File: config.mk
export PLATFORM = sky130hd
export DESIGN_NAME = otp_controller_mode_config
export DESIGN_NICKNAME = d
export VERILOG_FILES = /design/src/mode_transition_timer.v /design/src/otp_controller_mode_config.v
export VERILOG_INCLUDE_DIRS = /design/src
export SDC_FILE = /design/constraint.sdc
export NUM_CORES = 1
export LEC_CHECK = 0
export ABC_AREA = 1
export BUFFER_PORTS_ARGS = -buffer_cell sky130_fd_sc_hd__buf_4
export CORE_MARGIN = 5
export CORE_UTILIZATION = 45
export DETAILED_ROUTE_END_ITERATION = 10
export PLACE_DENSITY_LB_ADDON = 0.2
export SKIP_CTS_REPAIR_TIMING = 1
export SYNTH_ARGS = -nofsm -noshare
export SYNTH_HDL_FRONTEND = slang
export SYNTH_HIERARCHICAL = 1
export SYNTH_SLANG_ARGS = --single-unit
File: constraint.sdc
create_clock -name pclk -period 2.9 [get_ports pclk]
set_clock_uncertainty 0.1 [all_clocks]
set_input_delay 0.58 -clock pclk [delete_from_list [all_inputs] [get_ports pclk]]
set_output_delay 0.58 -clock pclk [all_outputs]
set_load 0.05 [all_outputs]
File: src/otp_mode_config_defines.vh
// Constants for the OTP controller register front end
`ifndef OTP_MODE_CONFIG_DEFINES_VH
`define OTP_MODE_CONFIG_DEFINES_VH

// Register byte addresses
`define ADDR_CONTROLLER_MODE       32'h07f40000
`define ADDR_CONTROLLER_STATUS     32'h07f40004
`define ADDR_PROGRAM_WORD_ADDRESS  32'h07f40008
`define ADDR_PROGRAM_WORD_VALUE    32'h07f4000c
`define ADDR_CELL_TIMING_ONE       32'h07f40010
`define ADDR_CELL_TIMING_TWO       32'h07f40014
`define ADDR_COPY_DEST_START       32'h07f40018
`define ADDR_COPY_CELL_START       32'h07f4001c
`define ADDR_COPY_WORD_COUNT       32'h07f40020

// Mode and status register fields
`define MODE_FIELD_HI        2
`define MODE_FIELD_LO        0
`define TEST_ROW_BIT         4
`define HIGH_TEMP_BIT        5
`define ARRAY_SEL_HI         8
`define ARRAY_SEL_LO         6
`define STATUS_READY_BIT     2

// Operating modes
`define MODE_DEEP_STANDBY    3'h0
`define MODE_POWERED_IDLE    3'h1
`define MODE_NORMAL_READ     3'h2
`define MODE_PROGRAM         3'h3
`define MODE_PROGRAM_VERIFY  3'h4
`define MODE_INITIAL_MARGIN  3'h5
`define MODE_AUTO_COPY       3'h6
`define MODE_RESERVED        3'h7

// Array select values
`define ARRAY_SEL_BOTH       3'h0
`define ARRAY_SEL_LAST_VALID 3'h4

// Reset values
`define RESET_MODE           3'h0
`define RESET_ARRAY_SEL      3'h0
`define RESET_WORD           32'h00000000
`define RESET_READY          1'b1

// Mode transition settle time
`define PCLK_MHZ             100
`define MODE_SETTLE_NS       1000
`define MODE_SETTLE_CYCLES   ((`MODE_SETTLE_NS * `PCLK_MHZ + 999) / 1000)

`endif

File: src/mode_transition_timer.v
// Settle timer that holds the mode ready flag low during a mode change
`timescale 1ns/1ns
`default_nettype none
`include "otp_mode_config_defines.vh"

module mode_transition_timer #(
  parameter integer SETTLE_CYCLES = `MODE_SETTLE_CYCLES,
  parameter integer COUNT_WIDTH   = 16
) (
  // Clock and reset
  input  wire                   pclk,
  input  wire                   presetn,
  // Control
  input  wire                   start,
  output reg                    done_reg
);

  localparam [1:0] ST_IDLE   = 2'b01;
  localparam [1:0] ST_SETTLE = 2'b10;
  localparam [31:0]            LAST_WORD  = SETTLE_CYCLES - 1;
  localparam [COUNT_WIDTH-1:0] LAST_COUNT = LAST_WORD[COUNT_WIDTH-1:0];

  reg [1:0]             state_reg;
  reg [COUNT_WIDTH-1:0] count_reg;

  always @(posedge pclk or negedge presetn)
  begin
    if (!presetn)
    begin
      state_reg <= ST_IDLE;
      count_reg <= {COUNT_WIDTH{1'b0}};
      done_reg  <= `RESET_READY;
    end
    else
    begin
      case (state_reg)
        ST_IDLE:
        begin
          if (start)
          begin
            state_reg <= ST_SETTLE;
            count_reg <= {COUNT_WIDTH{1'b0}};
            done_reg  <= 1'b0;
          end
        end
        ST_SETTLE:
        begin
          if (count_reg == LAST_COUNT)
          begin
            state_reg <= ST_IDLE;
            done_reg  <= 1'b1;
          end
          else
          begin
            count_reg <= count_reg + {{(COUNT_WIDTH-1){1'b0}}, 1'b1};
          end
        end
        default:
        begin
          state_reg <= ST_IDLE;
          done_reg  <= 1'b1;
        end
      endcase
    end
  end

endmodule // mode_transition_timer
`default_nettype wire

File: src/otp_controller_mode_config.v
// APB register front end and mode configuration of the OTP controller
`timescale 1ns/1ns
`default_nettype none
`include "otp_mode_config_defines.vh"

module otp_controller_mode_config #(
  parameter integer SETTLE_CYCLES = `MODE_SETTLE_CYCLES
) (
  // Clock and reset
  input  wire        pclk,
  input  wire        presetn,
  // APB slave
  input  wire        psel,
  input  wire        penable,
  input  wire        pwrite,
  input  wire [31:0] paddr,
  input  wire [31:0] pwdata,
  input  wire [3:0]  pstrb,
  output reg  [31:0] prdata,
  output reg         pready,
  output reg         pslverr,
  // Cell mode control
  output reg  [2:0]  cell_mode,
  output wire        mode_transition_done,
  output reg  [2:0]  cell_array_select,
  output reg         cell_high_temp,
  output reg         cell_test_row,
  // Program request
  output reg  [31:0] cell_word_address,
  output reg  [31:0] cell_word_data,
  output reg         cell_program_request,
  // Cell timing
  output reg  [31:0] cell_timing_one,
  output reg  [31:0] cell_timing_two,
  // Copy engine setup
  output reg  [31:0] copy_dest_start,
  output reg  [31:0] copy_cell_start,
  output reg  [31:0] copy_word_count
);

  // Software-visible configuration
  reg  [2:0]  program_array_select_reg;
  reg  [2:0]  program_array_select_next;
  reg         high_temp_margin_enable_reg;
  reg         high_temp_margin_enable_next;
  reg  [31:0] read_next;
  reg         error_next;
  reg  [31:0] mode_word;
  reg  [31:0] mode_merged;

  wire        setup_phase;
  wire        write_take;
  wire        in_standby;
  wire [2:0]  new_mode;
  wire        mode_write;
  wire        mode_change;
  wire        config_write_ok;
  wire        program_fire;

  // One hit per word of the map; anything else is unmapped
  wire        hit_mode;
  wire        hit_status;
  wire        hit_word_address;
  wire        hit_word_value;
  wire        hit_timing_one;
  wire        hit_timing_two;
  wire        hit_dest_start;
  wire        hit_cell_start;
  wire        hit_word_count;

  function [31:0] merge_bytes;
    input [31:0] old_word;
    input [31:0] new_word;
    input [3:0]  strobes;
    integer      i;
    begin
      merge_bytes = old_word;
      for (i = 0; i < 4; i = i + 1)
      begin
        if (strobes[i])
        begin
          merge_bytes[i*8 +: 8] = new_word[i*8 +: 8];
        end
      end
    end
  endfunction

  function is_write_to;
    input [31:0] addr;
    input [31:0] target;
    begin
      is_write_to = (addr == target);
    end
  endfunction

  // Exact word match only, so byte offsets inside a word are unmapped
  assign hit_mode         = is_write_to(paddr, `ADDR_CONTROLLER_MODE);
  // Status is read only; a write to it is dropped without error
  assign hit_status       = is_write_to(paddr, `ADDR_CONTROLLER_STATUS);
  assign hit_word_address = is_write_to(paddr, `ADDR_PROGRAM_WORD_ADDRESS);
  assign hit_word_value   = is_write_to(paddr, `ADDR_PROGRAM_WORD_VALUE);
  assign hit_timing_one   = is_write_to(paddr, `ADDR_CELL_TIMING_ONE);
  assign hit_timing_two   = is_write_to(paddr, `ADDR_CELL_TIMING_TWO);
  assign hit_dest_start   = is_write_to(paddr, `ADDR_COPY_DEST_START);
  assign hit_cell_start   = is_write_to(paddr, `ADDR_COPY_CELL_START);
  assign hit_word_count   = is_write_to(paddr, `ADDR_COPY_WORD_COUNT);

  // Zero wait state: pready rises in the first access cycle
  assign setup_phase = psel & ~penable;
  assign write_take  = psel & penable & pready & pwrite;

  always @*
  begin
    mode_word = 32'h00000000;
    mode_word[`MODE_FIELD_HI:`MODE_FIELD_LO] = cell_mode;
    mode_word[`TEST_ROW_BIT]                 = cell_test_row;
    mode_word[`HIGH_TEMP_BIT]                = high_temp_margin_enable_reg;
    mode_word[`ARRAY_SEL_HI:`ARRAY_SEL_LO]   = program_array_select_reg;
    mode_merged = merge_bytes(mode_word, pwdata, pstrb);
  end

  assign mode_write = write_take & hit_mode;
  assign new_mode   = mode_merged[`MODE_FIELD_HI:`MODE_FIELD_LO];

  // mode field read only in transition
  assign mode_change = mode_write & mode_transition_done &
                       (new_mode != cell_mode) & (new_mode != `MODE_RESERVED);

  // only in the two standby modes
  assign in_standby = mode_transition_done &
                      ((cell_mode == `MODE_DEEP_STANDBY) |
                       (cell_mode == `MODE_POWERED_IDLE));

  assign config_write_ok = mode_write & in_standby;

  always @*
  begin
    program_array_select_next    = program_array_select_reg;
    high_temp_margin_enable_next = high_temp_margin_enable_reg;
    if (config_write_ok)
    begin
      if (mode_merged[`ARRAY_SEL_HI:`ARRAY_SEL_LO] <= `ARRAY_SEL_LAST_VALID)
      begin
        program_array_select_next = mode_merged[`ARRAY_SEL_HI:`ARRAY_SEL_LO];
      end
      high_temp_margin_enable_next = mode_merged[`HIGH_TEMP_BIT];
    end
  end

  // Configuration and mode registers
  always @(posedge pclk or negedge presetn)
  begin
    if (!presetn)
    begin
      program_array_select_reg    <= `RESET_ARRAY_SEL;
      high_temp_margin_enable_reg <= 1'b0;
      cell_mode                   <= `RESET_MODE;
      cell_array_select           <= `RESET_ARRAY_SEL;
      cell_high_temp              <= 1'b0;
      cell_test_row               <= 1'b0;
    end
    else
    begin
      program_array_select_reg    <= program_array_select_next;
      high_temp_margin_enable_reg <= high_temp_margin_enable_next;
      if (mode_write && mode_transition_done)
      begin
        cell_test_row <= mode_merged[`TEST_ROW_BIT];
      end
      if (mode_change)
      begin
        cell_mode <= new_mode;
        if (new_mode == `MODE_PROGRAM)
        begin
          cell_array_select <= program_array_select_next;
        end
        if ((new_mode == `MODE_PROGRAM_VERIFY) || (new_mode == `MODE_INITIAL_MARGIN))
        begin
          cell_high_temp <= high_temp_margin_enable_next;
        end
        else
        begin
          cell_high_temp <= 1'b0;
        end
      end
    end
  end

  // Program request fires only once the program mode has settled
  assign program_fire = write_take & hit_word_value &
                        (cell_mode == `MODE_PROGRAM) & mode_transition_done;

  // Data and address registers
  always @(posedge pclk or negedge presetn)
  begin
    if (!presetn)
    begin
      cell_word_address    <= `RESET_WORD;
      cell_word_data       <= `RESET_WORD;
      cell_program_request <= 1'b0;
      cell_timing_one      <= `RESET_WORD;
      cell_timing_two      <= `RESET_WORD;
      copy_dest_start      <= `RESET_WORD;
      copy_cell_start      <= `RESET_WORD;
      copy_word_count      <= `RESET_WORD;
    end
    else
    begin
      cell_program_request <= program_fire;
      if (write_take)
      begin
        if (is_write_to(paddr, `ADDR_PROGRAM_WORD_ADDRESS))
        begin
          cell_word_address <= merge_bytes(cell_word_address, pwdata, pstrb);
        end
        else if (is_write_to(paddr, `ADDR_PROGRAM_WORD_VALUE))
        begin
          cell_word_data <= merge_bytes(cell_word_data, pwdata, pstrb);
        end
        else if (is_write_to(paddr, `ADDR_CELL_TIMING_ONE))
        begin
          cell_timing_one <= merge_bytes(cell_timing_one, pwdata, pstrb);
        end
        else if (is_write_to(paddr, `ADDR_CELL_TIMING_TWO))
        begin
          cell_timing_two <= merge_bytes(cell_timing_two, pwdata, pstrb);
        end
        else if (is_write_to(paddr, `ADDR_COPY_DEST_START))
        begin
          copy_dest_start <= merge_bytes(copy_dest_start, pwdata, pstrb);
        end
        else if (is_write_to(paddr, `ADDR_COPY_CELL_START))
        begin
          copy_cell_start <= merge_bytes(copy_cell_start, pwdata, pstrb);
        end
        else if (is_write_to(paddr, `ADDR_COPY_WORD_COUNT))
        begin
          copy_word_count <= merge_bytes(copy_word_count, pwdata, pstrb);
        end
      end
    end
  end

  // Read decode, sampled during the setup cycle
  always @*
  begin
    read_next  = 32'h00000000;
    error_next = 1'b0;
    if (hit_mode)
    begin
      read_next = mode_word;
    end
    else if (hit_status)
    begin
      read_next[`STATUS_READY_BIT] = mode_transition_done;
    end
    else if (hit_word_address)
    begin
      read_next = cell_word_address;
    end
    else if (hit_word_value)
    begin
      read_next = cell_word_data;
    end
    else if (hit_timing_one)
    begin
      read_next = cell_timing_one;
    end
    else if (hit_timing_two)
    begin
      read_next = cell_timing_two;
    end
    else if (hit_dest_start)
    begin
      read_next = copy_dest_start;
    end
    else if (hit_cell_start)
    begin
      read_next = copy_cell_start;
    end
    else if (hit_word_count)
    begin
      read_next = copy_word_count;
    end
    // Unmapped word answers with an error and zero data
    else
    begin
      error_next = 1'b1;
    end
  end

  // APB answer registers
  always @(posedge pclk or negedge presetn)
  begin
    if (!presetn)
    begin
      prdata  <= 32'h00000000;
      pready  <= 1'b0;
      pslverr <= 1'b0;
    end
    else if (setup_phase)
    begin
      prdata  <= pwrite ? 32'h00000000 : read_next;
      pready  <= 1'b1;
      pslverr <= error_next;
    end
    // Answer stands one cycle, then drops to zero
    else
    begin
      prdata  <= 32'h00000000;
      pready  <= 1'b0;
      pslverr <= 1'b0;
    end
  end

  // Ready flag drops for the settle time after each accepted mode change
  mode_transition_timer #(
    .SETTLE_CYCLES (SETTLE_CYCLES),
    .COUNT_WIDTH   (16)
  ) settle_timer (
    .pclk     (pclk),
    .presetn  (presetn),
    .start    (mode_change),
    .done_reg (mode_transition_done)
  );

endmodule // otp_controller_mode_config
`default_nettype wire

==> run_results.csv <==
group,metric,value,unit
detailed_routing,routed_wl,47600,um
timing,slew_headroom,0.567,
floorplan,die_w,183,um
worst_setup_path,cp.arrival,2740,ps
logic_synthesis,syn_inst,1670,
status,status,"finished clean",
grt,grt_remaining_overflow,0,
logic_synthesis,yosys.area_share.simple,0.255,
logic_synthesis,yosysUniqueCellTypes,38,
floorplan,ios,341,
layout,design_area,17700,sq um
logic_synthesis,synth_fa_ha_area_frac,0.000925,
logic_synthesis,syn_area_per_cell,8.10,sq um
placed_design,postPlaceCellArea,16700,sq um
detailed_routing,vias,13000,
logic_synthesis,synth_compound_area_frac,0.142,
worst_setup_path,critPathKind,"in -> reg",
logic_synthesis,synth_flop_cell,"dfrtp_1",
timing,setup_slack,546,ps
clock_tree,clock-sinks,289,
clock_tree,clk_path_buf_depth,3,
worst_setup_path,end_kind,"flip-flop",
floorplan,dieArea,33600,sq um
grt,grtUsageTotal,0.274,
timing,hold_violations,0,
grt,grt_pass1_wl,72900,um
grt,grt_pass1_vias,12400,
logic_synthesis,synth_top_family_by_area,"simple AND/OR/NAND/NOR gates",
grt,antenna_found_initial,2,
timing,min_period_over_period,0.812,
pwr,power_density,478,nW/um^2
logic_synthesis,yosys_warnings,6,
detailed_routing,ant_nets,0,
pwr,p_leak,9.15,nW
timing,clock.fmax,425,MHz
worst_setup_path,cp-start-kind,"primary input",
logic_synthesis,synth_edf_count,0,
floorplan,chipHeight,183,um
logic_synthesis,syn-cell-area,13500,sq um
job,drv_cap,0,
placed_design,place_ws,-68.4,ps
clock_tree,insertion_delay,580,ps
clock_tree,clkTransAtPathRegs,60,ps
layout,nets,2097,
clock_tree,clock-root-buffer,"clkbuf_16",
logic_synthesis,ys_seq_area_frac,0.535,
clock_tree,cts_tree,"done",
clock_tree,htreeDepth,1,
timing,setup_viol,0,
worst_setup_path,critPathMaxFanout,16,
clock_tree,numCtsBuffers,30,
timing,fin_hold_ws,205,ps
detailed_routing,routedWlPerCell,19.5,um
timing,drv_slew,0,
worst_setup_path,cp.required,3280,ps
layout,layout.cells.non_filler,2437,
layout,drive_above_1_share,0.254,
timing,rsz0062_at_grt,"no",
hold_path,holdCritPathClass,"in -> reg",
floorplan,initial_core_util,0.456,
detailed_routing,first_iter_violations,1071,
placed_design,dp.cells,2380,
detailed_routing,drtPass1Iterations,8,
logic_synthesis,synthMuxAreaShare,0.00157,
timing,fin_crit,2350,ps
placed_design,portBuffers,340,
logic_synthesis,syn_nets,1744,
grt,grt_max_degree,78,
pwr,totalPowerFinal,8.48,mW
logic_synthesis,ys_ff_latch,289,
floorplan,core_area,29600,sq um
logic_synthesis,async_reset_ff_frac,1.00,
placed_design,hpwlAfterDp,35000,um
detailed_routing,drc,0,
layout,area_growth,31.3,%
detailed_routing,via_per_inst,5.32,
logic_synthesis,synthXorXnorAreaFrac,0.000648,
pwr,peakVddDrop,0.448,mV
timing,tightest_slew,650,ps
floorplan,num_rows,63,
placed_design,place_congestion,0.921,
layout,final_cell_mix,"nand2_1, buf_4, dfrtp_1",
layout,final_common_cell,"nand2_1",
layout,num_antenna_cells,0,
routing by layer:
layer  track usage  vias up  part of all wire
li1              -     6126                 -
met4        0.0846        4             0.029
met3        0.0551       90             0.083
met1         0.378     6224              0.42
met2         0.442      530              0.47
met5             0        -           0.00071
critical path, stage by stage:
cell and delay, ps:
buf_4 130, nor2_2 150, nand2_2 120, nor2_2 250
inv_2 110, nor4_4 560, nand2_1 520, o21ai_0 310
synth_stat cells, types with 10 or more instances:
library cell / number / area [sq um]
buf_2: 26 / 130
nand4_1: 11 / 68.8
nand2_2: 17 / 106
nand2_1: 526 / 1970
clkbuf_1: 27 / 101
o21ai_0: 220 / 1100
buf_4: 10 / 75.1
o21ai_1: 78 / 390
a21oi_1: 38 / 190
nor2_1: 121 / 454
dfrtp_1: 288 / 7210
nor2_2: 11 / 68.8
inv_2: 15 / 56.3
nand3_1: 77 / 385
inv_1: 128 / 480
through the flow:
stage	setup TNS, ps	util
2_1_floorplan	0	-
3_3_place_gp	0	0.562
3_5_place_dp	-793	0.562
4_1_cts	0	0.598
5_1_grt	0	0.599
6_report	0	0.599
power breakdown:
group	internal (mW)	switching, mW
registers	4.03	0.00102
logic	0.113	0.225
clock network	2.47	1.64
worst paths after layout:
path / slack, ps / end / from / depth (start not counted)
setup / recovery: 550 / copy_dest_start[20]$_DFFE_PN0P_ / paddr[0] / 8
hold / removal: 210 / cell_word_data[8]$_DFFE_PN0P_ / pwdata[8] / 3
setup reg to reg: 820 / settle_timer/count_reg[6]$_DFFE_PN0P_ / cell_mode[1]$_DFFE_PN0P_ / 10
hold reg to reg: 390 / cell_array_select[2]$_DFFE_PN0P_ / cell_array_select[2]$_DFFE_PN0P_ / 2
max in group asynchronous: 1430 / settle_timer/state_reg[0]$_DFFE_PN1P_ / presetn / 3
min in group asynchronous: 510 / copy_cell_start[23]$_DFFE_PN0P_ / presetn / 2
kinds of logic (layout without fill, tap and decap cells):
kind of cell,Yosys count,after routing
buf+inv,210,587
fa+ha+maj,1,1
compound gates,367,367
flops,289,289
simple gates,800,800
mux,2,2
xor+xnor,1,1
area by class of cell:
| type | instances | area, sq um |
|---|---|---|
| sequential | 289 | 7230 |
| clock inverter | 11 | 144 |
| timing repair buffer | 388 | 3010 |
| tap | 390 | 488 |
| clock buffer | 45 | 927 |
| fill | 2686 | 11900 |
| inverter | 143 | 537 |
| multi-input combinational | 1171 | 5410 |
Power figures use the tool's default switching activity.
